File: src/rtl/pcc_params.svh
// Offsets, field positions, reset values and sizes of the common configuration register block
`ifndef PCC_PARAMS_SVH
`define PCC_PARAMS_SVH

// Common configuration byte offsets (structure start is 4-byte aligned)
`define PCC_OFS_OFFER_IDX      12'h000
`define PCC_OFS_OFFER_WIN      12'h004
`define PCC_OFS_ACCEPT_IDX     12'h008
`define PCC_OFS_ACCEPT_WIN     12'h00C
`define PCC_OFS_CFG_VEC        12'h010
`define PCC_OFS_QCOUNT         12'h012
`define PCC_OFS_STATE          12'h014
`define PCC_OFS_GEN            12'h015
`define PCC_OFS_RSEL           12'h016
`define PCC_OFS_RDEPTH         12'h018
`define PCC_OFS_RVEC           12'h01A
`define PCC_OFS_RACTIVE        12'h01C
`define PCC_OFS_RDOORBELL      12'h01E
`define PCC_OFS_DESC_LO        12'h020
`define PCC_OFS_DESC_HI        12'h024
`define PCC_OFS_OFFER_LO       12'h028
`define PCC_OFS_OFFER_HI       12'h02C
`define PCC_OFS_COMP_LO        12'h030
`define PCC_OFS_COMP_HI        12'h034
// Interrupt cause byte, any offset allowed
`define PCC_OFS_CAUSE          12'h040
// Doorbell region base (2-byte aligned) and stride (0 or even power of two)
`define PCC_OFS_DOORBELL_BASE  12'h080
`define PCC_DOORBELL_STRIDE    32'h0000_0004
`define PCC_DOORBELL_LEN       32'h0000_0010

// Cause byte fields
`define PCC_CAUSE_RING_BIT     0
`define PCC_CAUSE_CFG_BIT      1

// Sizes and reset values
`define PCC_NUM_RINGS          4
`define PCC_RING_MAX_DEPTH     16'h0100
`define PCC_OFFERED_FEATURES   64'h0000_0001_0000_0000
`define PCC_VEC_NONE           16'hFFFF

`endif

File: src/rtl/pcc_pkg.sv
// Types shared by the common configuration register block
package pcc_pkg;
	typedef enum logic [1:0] {
		PCC_RUN,
		PCC_RESETTING
	} pcc_state_t;
	typedef logic [15:0] pcc_half_t;
	typedef logic [31:0] pcc_word_t;
endpackage : pcc_pkg

File: src/rtl/pcc_ring_if.sv
// Write strobes and readback of one ring's setup fields
`timescale 1ns/1ps
interface pcc_ring_if;
	logic        soft_rst;
	logic        wr_depth;
	logic        wr_vec;
	logic        wr_active;
	logic [5:0]  wr_base;
	logic [31:0] wdata;
	logic [15:0] depth;
	logic [15:0] vec;
	logic        active;
	logic [63:0] desc_base;
	logic [63:0] offer_base;
	logic [63:0] comp_base;
	modport ctl (output soft_rst, wr_depth, wr_vec, wr_active, wr_base, wdata,
		input depth, vec, active, desc_base, offer_base, comp_base);
	modport ring (input soft_rst, wr_depth, wr_vec, wr_active, wr_base, wdata,
		output depth, vec, active, desc_base, offer_base, comp_base);
endinterface : pcc_ring_if

File: src/rtl/pcc_ring.sv
// Setup fields of one ring: depth, vector, enable and three base addresses
`timescale 1ns/1ps
`include "pcc_params.svh"
module pcc_ring (
	input wire logic SYS_CLK,
	input wire logic ARST_N,
	pcc_ring_if.ring rif
);
	logic [63:0] base_reg [3];

	// Depth and vector return to their reset values on a soft reset
	always_ff @(posedge SYS_CLK or negedge ARST_N) begin
		if (!ARST_N) begin
			rif.depth <= `PCC_RING_MAX_DEPTH;
			rif.vec   <= `PCC_VEC_NONE;
		end else if (rif.soft_rst) begin
			rif.depth <= `PCC_RING_MAX_DEPTH;
			rif.vec   <= `PCC_VEC_NONE;
		end else begin
			if (rif.wr_depth)
				rif.depth <= rif.wdata[15:0];
			if (rif.wr_vec)
				rif.vec <= rif.wdata[15:0];
		end
	end

	// Enable is only cleared by reset; a written zero is ignored
	always_ff @(posedge SYS_CLK or negedge ARST_N) begin
		if (!ARST_N)
			rif.active <= 1'b0;
		else if (rif.soft_rst)
			rif.active <= 1'b0;
		else if (rif.wr_active && rif.wdata[0])
			rif.active <= 1'b1;
	end

	// Each 64-bit base is written as two independent 32-bit halves
	always_ff @(posedge SYS_CLK or negedge ARST_N) begin
		if (!ARST_N) begin
			for (int i = 0; i < 3; i++)
				base_reg[i] <= 64'h0;
		end else if (rif.soft_rst) begin
			for (int i = 0; i < 3; i++)
				base_reg[i] <= 64'h0;
		end else begin
			for (int i = 0; i < 3; i++) begin
				if (rif.wr_base[2*i])
					base_reg[i][31:0] <= rif.wdata;
				if (rif.wr_base[2*i+1])
					base_reg[i][63:32] <= rif.wdata;
			end
		end
	end

	assign rif.desc_base  = base_reg[0];
	assign rif.offer_base = base_reg[1];
	assign rif.comp_base  = base_reg[2];
endmodule : pcc_ring

File: src/rtl/pcc_regs.sv
// Common configuration register block of a paravirtualized PCI function
`timescale 1ns/1ps
`include "pcc_params.svh"
module pcc_regs (
	input  wire logic        SYS_CLK,
	input  wire logic        ARST_N,
	input  wire logic [11:0] REG_ADDR,
	input  wire logic        REG_WR,
	input  wire logic        REG_RD,
	input  wire logic [31:0] REG_WDATA,
	output logic      [31:0] REG_RDATA,
	input  wire logic        RING_EVENT,
	input  wire logic        CFG_CHANGED,
	input  wire logic        DEVCFG_RD,
	input  wire logic        MSIX_ENABLED,
	output logic             RING_NOTIFY,
	output logic             CFG_NOTIFY,
	output logic             INTX_PENDING,
	output logic      [31:0] DOORBELL_ADDR,
	output logic [`PCC_NUM_RINGS-1:0] RING_RUN,
	output logic             DEVICE_RESETTING,
	output logic [7:0]       DEVICE_STATE
);
	localparam int NR = `PCC_NUM_RINGS;
	// Doorbell region geometry: the base stays 2-byte aligned and the stride a power of
	// two, so the host can form every ring's address with a shift
	localparam logic [31:0] DB_BASE   = 32'(`PCC_OFS_DOORBELL_BASE);
	localparam logic [31:0] DB_STRIDE = `PCC_DOORBELL_STRIDE;
	localparam logic [31:0] DB_LEN    = `PCC_DOORBELL_LEN;

	// Register state and the combinational helpers around it
	pcc_pkg::pcc_state_t state_reg;
	pcc_pkg::pcc_word_t  offer_idx_reg;
	pcc_pkg::pcc_word_t  accept_idx_reg;
	logic [63:0]         accepted_reg;
	pcc_pkg::pcc_half_t  cfg_vec_reg;
	logic [7:0]          dev_state_reg;
	logic [7:0]          gen_reg;
	logic                changed_reg;
	pcc_pkg::pcc_half_t  rsel_reg;
	logic [7:0]          cause_reg;
	logic [7:0]          cause_next;
	logic                ring_evt_reg;
	logic                cfg_evt_reg;
	logic                soft_rst;
	logic                sel_ok;
	logic [1:0]          sel_idx;
	logic [31:0]         rdata_next;
	logic [31:0]         offer_win;
	logic [31:0]         accept_win;
	logic [63:0]         offered;
	logic                wr_state_zero;
	logic [31:0]         db_offset;
	logic [31:0]         doorbell_next;
	logic [31:0]         doorbell_reg;

	// One interface per ring carries its write strobes and readback
	pcc_ring_if rif [NR] ();

	// Decode shared by the per-ring strobes and the read mux
	assign offered  = `PCC_OFFERED_FEATURES;
	assign sel_ok   = (rsel_reg < 16'(NR));
	assign sel_idx  = rsel_reg[1:0];
	assign soft_rst = (state_reg == pcc_pkg::PCC_RESETTING);
	assign wr_state_zero = REG_WR && (REG_ADDR == `PCC_OFS_STATE) && (REG_WDATA[7:0] == 8'h00);

	// One instance per ring; strobes only reach the selected one
	generate
		for (genvar g = 0; g < NR; g++) begin : g_ring
			assign rif[g].soft_rst  = soft_rst;
			assign rif[g].wdata     = REG_WDATA;
			assign rif[g].wr_depth  = REG_WR && sel_ok && (sel_idx == 2'(g)) && (REG_ADDR == `PCC_OFS_RDEPTH);
			assign rif[g].wr_vec    = REG_WR && sel_ok && (sel_idx == 2'(g)) && (REG_ADDR == `PCC_OFS_RVEC);
			assign rif[g].wr_active = REG_WR && sel_ok && (sel_idx == 2'(g)) && (REG_ADDR == `PCC_OFS_RACTIVE);
			assign rif[g].wr_base   = (REG_WR && sel_ok && (sel_idx == 2'(g))) ? {
				REG_ADDR == `PCC_OFS_COMP_HI, REG_ADDR == `PCC_OFS_COMP_LO,
				REG_ADDR == `PCC_OFS_OFFER_HI, REG_ADDR == `PCC_OFS_OFFER_LO,
				REG_ADDR == `PCC_OFS_DESC_HI, REG_ADDR == `PCC_OFS_DESC_LO} : 6'h00;
			assign RING_RUN[g] = rif[g].active;
			pcc_ring u_ring (
				.SYS_CLK (SYS_CLK),
				.ARST_N  (ARST_N),
				.rif     (rif[g])
			);
		end
	endgenerate

	// Device reset takes one cycle; the state byte reads zero once it is done
	always_ff @(posedge SYS_CLK or negedge ARST_N) begin
		if (!ARST_N) begin
			state_reg <= pcc_pkg::PCC_RUN;
		end else begin
			unique case (state_reg)
				pcc_pkg::PCC_RUN: begin
					if (wr_state_zero)
						state_reg <= pcc_pkg::PCC_RESETTING;
				end
				// A second zero write during the reset cycle stretches it
				pcc_pkg::PCC_RESETTING: begin
					if (!wr_state_zero)
						state_reg <= pcc_pkg::PCC_RUN;
				end
				// Two-bit code leaves room for values no path produces
				default: begin
					state_reg <= pcc_pkg::PCC_RUN;
				end
			endcase
		end
	end

	// State byte; a zero write clears it and launches the soft reset
	always_ff @(posedge SYS_CLK or negedge ARST_N) begin
		if (!ARST_N)
			dev_state_reg <= 8'h00;
		else if (REG_WR && (REG_ADDR == `PCC_OFS_STATE))
			dev_state_reg <= REG_WDATA[7:0];
	end

	// Selectors and configuration vector, returned to their reset values by the soft reset too
	always_ff @(posedge SYS_CLK or negedge ARST_N) begin
		if (!ARST_N) begin
			offer_idx_reg  <= 32'h0;
			accept_idx_reg <= 32'h0;
			cfg_vec_reg    <= `PCC_VEC_NONE;
			rsel_reg       <= 16'h0;
		end else if (soft_rst) begin
			offer_idx_reg  <= 32'h0;
			accept_idx_reg <= 32'h0;
			cfg_vec_reg    <= `PCC_VEC_NONE;
			rsel_reg       <= 16'h0;
		end else if (REG_WR) begin
			if (REG_ADDR == `PCC_OFS_OFFER_IDX)
				offer_idx_reg <= REG_WDATA;
			if (REG_ADDR == `PCC_OFS_ACCEPT_IDX)
				accept_idx_reg <= REG_WDATA;
			if (REG_ADDR == `PCC_OFS_CFG_VEC)
				cfg_vec_reg <= REG_WDATA[15:0];
			if (REG_ADDR == `PCC_OFS_RSEL)
				rsel_reg <= REG_WDATA[15:0];
		end
	end

	// Doorbell address is held in a flop and loads in the same edge as the selector
	always_ff @(posedge SYS_CLK or negedge ARST_N) begin
		if (!ARST_N)
			doorbell_reg <= DB_BASE;
		else if (soft_rst)
			doorbell_reg <= DB_BASE;
		else if (REG_WR && (REG_ADDR == `PCC_OFS_RSEL))
			doorbell_reg <= doorbell_next;
	end

	// Accepted features keep only offered bits, so unoffered writes read zero
	always_ff @(posedge SYS_CLK or negedge ARST_N) begin
		if (!ARST_N)
			accepted_reg <= 64'h0;
		else if (soft_rst)
			accepted_reg <= 64'h0;
		else if (REG_WR && (REG_ADDR == `PCC_OFS_ACCEPT_WIN)) begin
			if (accept_idx_reg == 32'h0)
				accepted_reg[31:0] <= REG_WDATA & offered[31:0];
			else if (accept_idx_reg == 32'h1)
				accepted_reg[63:32] <= REG_WDATA & offered[63:32];
		end
	end

	// Generation bumps only when a changed region is read; the 8-bit count wraps back to zero
	// A change that lands on the read keeps the flag set, so the next read bumps again
	always_ff @(posedge SYS_CLK or negedge ARST_N) begin
		if (!ARST_N) begin
			gen_reg     <= 8'h00;
			changed_reg <= 1'b0;
		end else if (DEVCFG_RD && (changed_reg || CFG_CHANGED)) begin
			gen_reg     <= gen_reg + 8'h01;
			changed_reg <= CFG_CHANGED;
		end else if (CFG_CHANGED) begin
			changed_reg <= 1'b1;
		end
	end

	// Cause byte: sets win over the clear done by a read
	always_comb begin
		cause_next = cause_reg;
		if (REG_RD && (REG_ADDR == `PCC_OFS_CAUSE))
			cause_next = 8'h00;
		if (RING_EVENT)
			cause_next[`PCC_CAUSE_RING_BIT] = 1'b1;
		if (CFG_CHANGED)
			cause_next[`PCC_CAUSE_CFG_BIT] = 1'b1;
	end

	// Cause register; reserved bits are never set and read zero
	always_ff @(posedge SYS_CLK or negedge ARST_N) begin
		if (!ARST_N)
			cause_reg <= 8'h00;
		else
			cause_reg <= cause_next;
	end

	// Notifications go out on the same edge that sets their cause bit,
	// so the bit is already visible when a notification arrives
	always_ff @(posedge SYS_CLK or negedge ARST_N) begin
		if (!ARST_N) begin
			ring_evt_reg <= 1'b0;
			cfg_evt_reg  <= 1'b0;
		end else begin
			ring_evt_reg <= RING_EVENT;
			cfg_evt_reg  <= CFG_CHANGED;
		end
	end

	// Interrupt outputs; the legacy line stays low while message interrupts are on
	assign RING_NOTIFY  = ring_evt_reg;
	assign CFG_NOTIFY   = cfg_evt_reg;
	assign INTX_PENDING = !MSIX_ENABLED && (|cause_reg);
	// Doorbell of the selector being written; index equals ring number
	assign db_offset     = 32'(REG_WDATA[15:0]) * DB_STRIDE;
	// A selector whose doorbell would fall past the region length points at the base
	assign doorbell_next = ((db_offset + 32'h2) <= DB_LEN) ? (DB_BASE + db_offset) : DB_BASE;
	assign DOORBELL_ADDR = doorbell_reg;
	// Status outputs straight from their flops
	assign DEVICE_RESETTING = soft_rst;
	assign DEVICE_STATE     = dev_state_reg;

	// Feature windows: only slices 0 and 1 exist
	always_comb begin
		offer_win = 32'h0;
		if (offer_idx_reg == 32'h0)
			offer_win = offered[31:0];
		else if (offer_idx_reg == 32'h1)
			offer_win = offered[63:32];
		accept_win = 32'h0;
		if (accept_idx_reg == 32'h0)
			accept_win = accepted_reg[31:0];
		else if (accept_idx_reg == 32'h1)
			accept_win = accepted_reg[63:32];
	end

	// Flattened views of the ring interfaces for the read mux loop
	logic [15:0] rif_depth [NR];
	logic [15:0] rif_vec   [NR];
	logic        rif_act   [NR];
	logic [63:0] rif_d     [NR];
	logic [63:0] rif_o     [NR];
	logic [63:0] rif_c     [NR];
	generate
		for (genvar g = 0; g < NR; g++) begin : g_view
			assign rif_depth[g] = rif[g].depth;
			assign rif_vec[g]   = rif[g].vec;
			assign rif_act[g]   = rif[g].active;
			assign rif_d[g]     = rif[g].desc_base;
			assign rif_o[g]     = rif[g].offer_base;
			assign rif_c[g]     = rif[g].comp_base;
		end
	endgenerate

	// Read mux; per-ring fields follow the selector, unavailable rings read zero
	always_comb begin
		logic [15:0] depth_v;
		logic [15:0] vec_v;
		logic        act_v;
		logic [63:0] d_v;
		logic [63:0] o_v;
		logic [63:0] c_v;
		depth_v = 16'h0;
		vec_v   = 16'h0;
		act_v   = 1'b0;
		d_v     = 64'h0;
		o_v     = 64'h0;
		c_v     = 64'h0;
		rdata_next = 32'h0;
		// Fields of the selected ring, zero when no ring is selected
		for (int i = 0; i < NR; i++) begin
			if (sel_ok && (sel_idx == 2'(i))) begin
				depth_v = rif_depth[i];
				vec_v   = rif_vec[i];
				act_v   = rif_act[i];
				d_v     = rif_d[i];
				o_v     = rif_o[i];
				c_v     = rif_c[i];
			end
		end
		// Narrow fields are zero-extended; unmapped offsets read zero
		unique case (REG_ADDR)
			`PCC_OFS_OFFER_IDX:  rdata_next = offer_idx_reg;
			`PCC_OFS_OFFER_WIN:  rdata_next = offer_win;
			`PCC_OFS_ACCEPT_IDX: rdata_next = accept_idx_reg;
			`PCC_OFS_ACCEPT_WIN: rdata_next = accept_win;
			`PCC_OFS_CFG_VEC:    rdata_next = {16'h0, cfg_vec_reg};
			`PCC_OFS_QCOUNT:     rdata_next = 32'(NR);
			`PCC_OFS_STATE:      rdata_next = {24'h0, dev_state_reg};
			`PCC_OFS_GEN:        rdata_next = {24'h0, gen_reg};
			`PCC_OFS_RSEL:       rdata_next = {16'h0, rsel_reg};
			`PCC_OFS_RDEPTH:     rdata_next = {16'h0, depth_v};
			`PCC_OFS_RVEC:       rdata_next = {16'h0, vec_v};
			`PCC_OFS_RACTIVE:    rdata_next = {31'h0, act_v};
			`PCC_OFS_RDOORBELL:  rdata_next = sel_ok ? {16'h0, rsel_reg} : 32'h0;
			`PCC_OFS_DESC_LO:    rdata_next = d_v[31:0];
			`PCC_OFS_DESC_HI:    rdata_next = d_v[63:32];
			`PCC_OFS_OFFER_LO:   rdata_next = o_v[31:0];
			`PCC_OFS_OFFER_HI:   rdata_next = o_v[63:32];
			`PCC_OFS_COMP_LO:    rdata_next = c_v[31:0];
			`PCC_OFS_COMP_HI:    rdata_next = c_v[63:32];
			`PCC_OFS_CAUSE:      rdata_next = {24'h0, cause_reg};
			default:             rdata_next = 32'h0;
		endcase
	end

	// Registered read data, one cycle after the read strobe
	always_ff @(posedge SYS_CLK or negedge ARST_N) begin
		if (!ARST_N)
			REG_RDATA <= 32'h0;
		else if (REG_RD)
			REG_RDATA <= rdata_next;
	end
endmodule : pcc_regs

File: config.mk
export PLATFORM = sky130hd
export DESIGN_NAME = pcc_regs
export DESIGN_NICKNAME = d
export VERILOG_FILES = /design/src/rtl/pcc_pkg.sv /design/src/rtl/pcc_ring_if.sv /design/src/rtl/pcc_ring.sv /design/src/rtl/pcc_regs.sv
export VERILOG_INCLUDE_DIRS = /design/src /design/src/rtl
export SDC_FILE = /design/constraint.sdc
export NUM_CORES = 2
export LEC_CHECK = 0
export BUFFER_PORTS_ARGS = -buffer_cell sky130_fd_sc_hd__buf_2
export CAP_MARGIN = 0
export CELL_PAD_IN_SITES_DETAIL_PLACEMENT = 1
export CELL_PAD_IN_SITES_GLOBAL_PLACEMENT = 1
export CORE_AREA = 4 4 349 351
export DETAILED_ROUTE_END_ITERATION = 8
export DIE_AREA = 0 0 353 355
export GPL_TIMING_DRIVEN = 0
export HOLD_SLACK_MARGIN = 0.12
export PLACE_DENSITY = 0.71
export SYNTH_ARGS = -nofsm -noshare
export SYNTH_HDL_FRONTEND = slang
export SYNTH_SLANG_ARGS = --single-unit
File: constraint.sdc
create_clock -name SYS_CLK -period 3.5 [get_ports SYS_CLK]
set_input_delay 0.35 -clock SYS_CLK [delete_from_list [all_inputs] [get_ports SYS_CLK]]
set_output_delay 0.35 -clock SYS_CLK [all_outputs]
set_load 0.01 [all_outputs]
==> flow_summary.toml <==
[status]
status = "finished with violations"
violations = "max-capacitance violations, max-slew violations, negative setup slack"

[floorplanning]
rows = 127
core_area_um2 = 119000
dieWidth_um = 353
initial_core_util = 0.4457
die_area_um2 = 125300
boundaryPins = 132
fp.dieH_um = 355

[sta]
clock-skew-final_ns = 0.02938
drv_slew = 80
tightest_slew_ns = 1.658
slew_headroom = -0.1055
post-route-worst-setup-slack_ns = -0.3260
hold_viol_final = 0
timing.final.crit_share = 1.093
setup_viol = 300
max_clock_freq_mhz = 261.4
fin_crit_ns = 3.826
rsz0062_at_grt = "true"
timing.hold.ws_ns = 0.07561

[cells_and_area]
final_nets = 6366
drive_above_1_share = 0.1818
fillers = 13550
syn2layout_area_growth_pct = 19.14
finish.utilization = 0.5310

[power_and_ir_drop]
p_int_uw = 20340
p_leak_uw = 0.02689
power_uw = 27470
switching_power_uw = 7128
p_sw_frac = 0.2595
power_frac_comb = 0.053
peakVddDrop_mv = 0.4253
pwr-share-clk = 0.493
power.density_nw_per_um2 = 434.6
seq_power_share = 0.455

[logic_synthesis]
synth_flop_cell = "dfrtp_1"
ys_seq_area_frac = 0.5058
synth_fa_ha_area_frac = 0.0009434
synth.area.mux_share = 0.08170
synthMostInstantiatedCell = "nand2_1"
synth_seq_cells = 1068
synth_top_family_by_area = "simple AND/OR/NAND/NOR gates"
synth_xor_area_frac = 0.001321
synth-compound-area-share = 0.1589
syn_area_um2 = 53050
synthTopCellsByCount = "2044 x nand2_1, 983 x dfrtp_1, 924 x a21oi_1, 339 x clkbuf_1, 280 x mux2i_1"
synth.avg_cell_area_um2 = 8.904
synth_cells = 5958
yosys.area_share.simple = 0.1978
yosys_warnings = 0
synth_edf_count = 0
synth.distinct_cells = 76
synthTopCellsByArea = "dfrtp_1 46%, nand2_1 14%, a21oi_1 8.7%"
synth_top_cell_by_area = "dfrtp_1"
async_flop_share = 1.000
synth_top_area_share = 0.4637

[run]
cap_violations = 8

[routing]
drc = 0
finalWirelength_um = 333600
drt_pre_antenna_iters = 7
drtIter0Drc = 8103
vias = 55050
wire_per_inst_um = 41.72
ant_nets = 0
drt-vias-per-instance = 6.885

[place]
pre_cts_ws_ns = -2.202
port_buffers = 91
place.gp.congestion = 1.080
dpl.hpwl_um = 238500

[critical_path]
arrival_ns = 4.41
required_ns = 4.09
path_max_fanout = 10
worst_setup_path_end_kind = "flip-flop"
path_class = "flip-flop to flip-flop"
startpoint_type = "flip-flop"

[clock_network]
numClockSinks = 1068
clk_pin_slew_worst_paths_ns = 0.07
cts_tree = "built"
max-clock-path-buffers = 3
htree_levels = 3
root_buffer = "clkbuf_16"
clk_latency_ns = 0.80
cts_buffers = 121

[grt]
antenna_found_initial = 40
grt_max_degree = 159
grt_pass1_vias = 53440
grt_pass1_wl_um = 448500
grt_overflow = 0
grtUsageTotal = 0.5195

[worst_hold_path]
hold_class = "primary input to async pin"
layer usage:
layer	share of wire	routed length [um]	up-vias	GRT usage
li1	-	-	21110	-
met1	0.36	120900	27940	0.6358
met2	0.39	131300	4561	0.6945
met3	0.15	49810	1407	0.2547
met4	0.094	31220	28	0.4007
met5	0.0012	391	-	0.01115
layout by cell type (no fill, tap or decap), types with 18 or more instances in the layout:
cell | Yosys | routed
nor2_1 | 31 | 23
nor2b_1 | 106 | 106
nor3_1 | 31 | 25
nor2_4 | 14 | 24
buf_12 | 0 | 24
nand3b_1 | 34 | 34
a21o_1 | 18 | 18
a31oi_1 | 22 | 22
dfrtp_1 | 983 | 981
buf_4 | 42 | 125
clkbuf_4 | 0 | 35
clkinv_2 | 0 | 18
mux2i_1 | 280 | 262
mux2_2 | 104 | 104
buf_6 | 23 | 51
clkbuf_1 | 339 | 244
o21ai_0 | 23 | 22
o2111ai_1 | 45 | 30
clkbuf_2 | 0 | 71
inv_1 | 25 | 25
dlygate4sd3_1 | 0 | 23
clkbuf_16 | 0 | 126
a22oi_1 | 48 | 40
a211oi_1 | 48 | 44
a22o_1 | 25 | 25
buf_2 | 152 | 231
nand3_1 | 46 | 41
nand2_1 | 2044 | 2032
diode_2 | 0 | 34
a211o_1 | 52 | 52
nand4_1 | 33 | 33
clkbuf_8 | 0 | 40
a21oi_1 | 924 | 923
nor4_1 | 41 | 24
a32oi_1 | 22 | 20
dfstp_2 | 85 | 85
critical path: stages (launching register included):
cell	delay (ns)
dfrtp_1	0.45
buf_2	0.39
clkdlybuf4s15_2	0.63
clkdlybuf4s15_2	0.69
mux4_2	0.49
a222oi_1	0.66
a32oi_1	0.28
cells by family after synthesis:
family / after synthesis
AOI/OAI and AO/OA: 1389
xor gates and xnor gates: 8
adders and majority gates: 4
buffers and inverters: 616
DFF: 1068
muxes: 400
other: 1
and+or+nand+nor: 2472
repair_timing:
item / 4_1_cts / 5_1_grt
buffers inserted: 55 / 20
cloned: 2 / 1
pin swaps: 38 / 40
gates resized for setup: 415 / 186
hold endpoints to repair: 190 / 0
setup endpoints to repair: 874 / 763
hold buffers: 23 / 0
power groups by stage:
stage	logic [uW]	clock network [uW]	registers, uW
6_report	1450	13500	12500
5_1_grt	1450	13900	12500
4_1_cts	1350	13400	12500
3_5_place_dp	1270	0	12700
3_3_place_gp	1230	0	12700
2_1_floorplan	399	0	12700
stage by stage:
stage,cell area (um^2),std cells,setup TNS [ns]
after floorplan,53100,5972,0
after global placement,55490,7611,-
after detailed placement,56130,7642,-821.79
after CTS,62330,7944,-0.6641
after global routing,63120,7964,-11.10
final,63200,7996,-23.65
path summary, 6_finish.rpt:
path / from / end / slack [ns] / cells after the start
max: rsel_reg[1] / REG_RDATA[0] / -0.33 / 6
min: ARST_N / DOORBELL_ADDR[5] / 0.08 / 2
max reg2reg: rsel_reg[1] / REG_RDATA[0] / -0.33 / 6
min reg2reg: gen_reg[7] / gen_reg[7] / 0.48 / 1
max in group asynchronous: ARST_N / g_ring[1].u_ring.rif.desc_base[27] / 0.67 / 5
min in group SYS_CLK: REG_WDATA[23] / g_ring[1].u_ring.rif.comp_base[55] / 0.12 / 3
layout make-up:
cell class,instances,area (um^2),share of cell area
Inverter,25,93.84,0.001485
Tap cell,1548,1937,0.03065
Buffer,582,3416,0.05405
Multi-Input combinational cell,4288,24690,0.3907
Antenna cell,34,85.08,0.001346
Clock buffer,193,3671,0.05808
Sequential cell,1068,26830,0.4246
Timing Repair Buffer,224,2062,0.03263
Clock inverter,34,410.4,0.006493
Note: power is estimated with default switching activity, not from simulation.
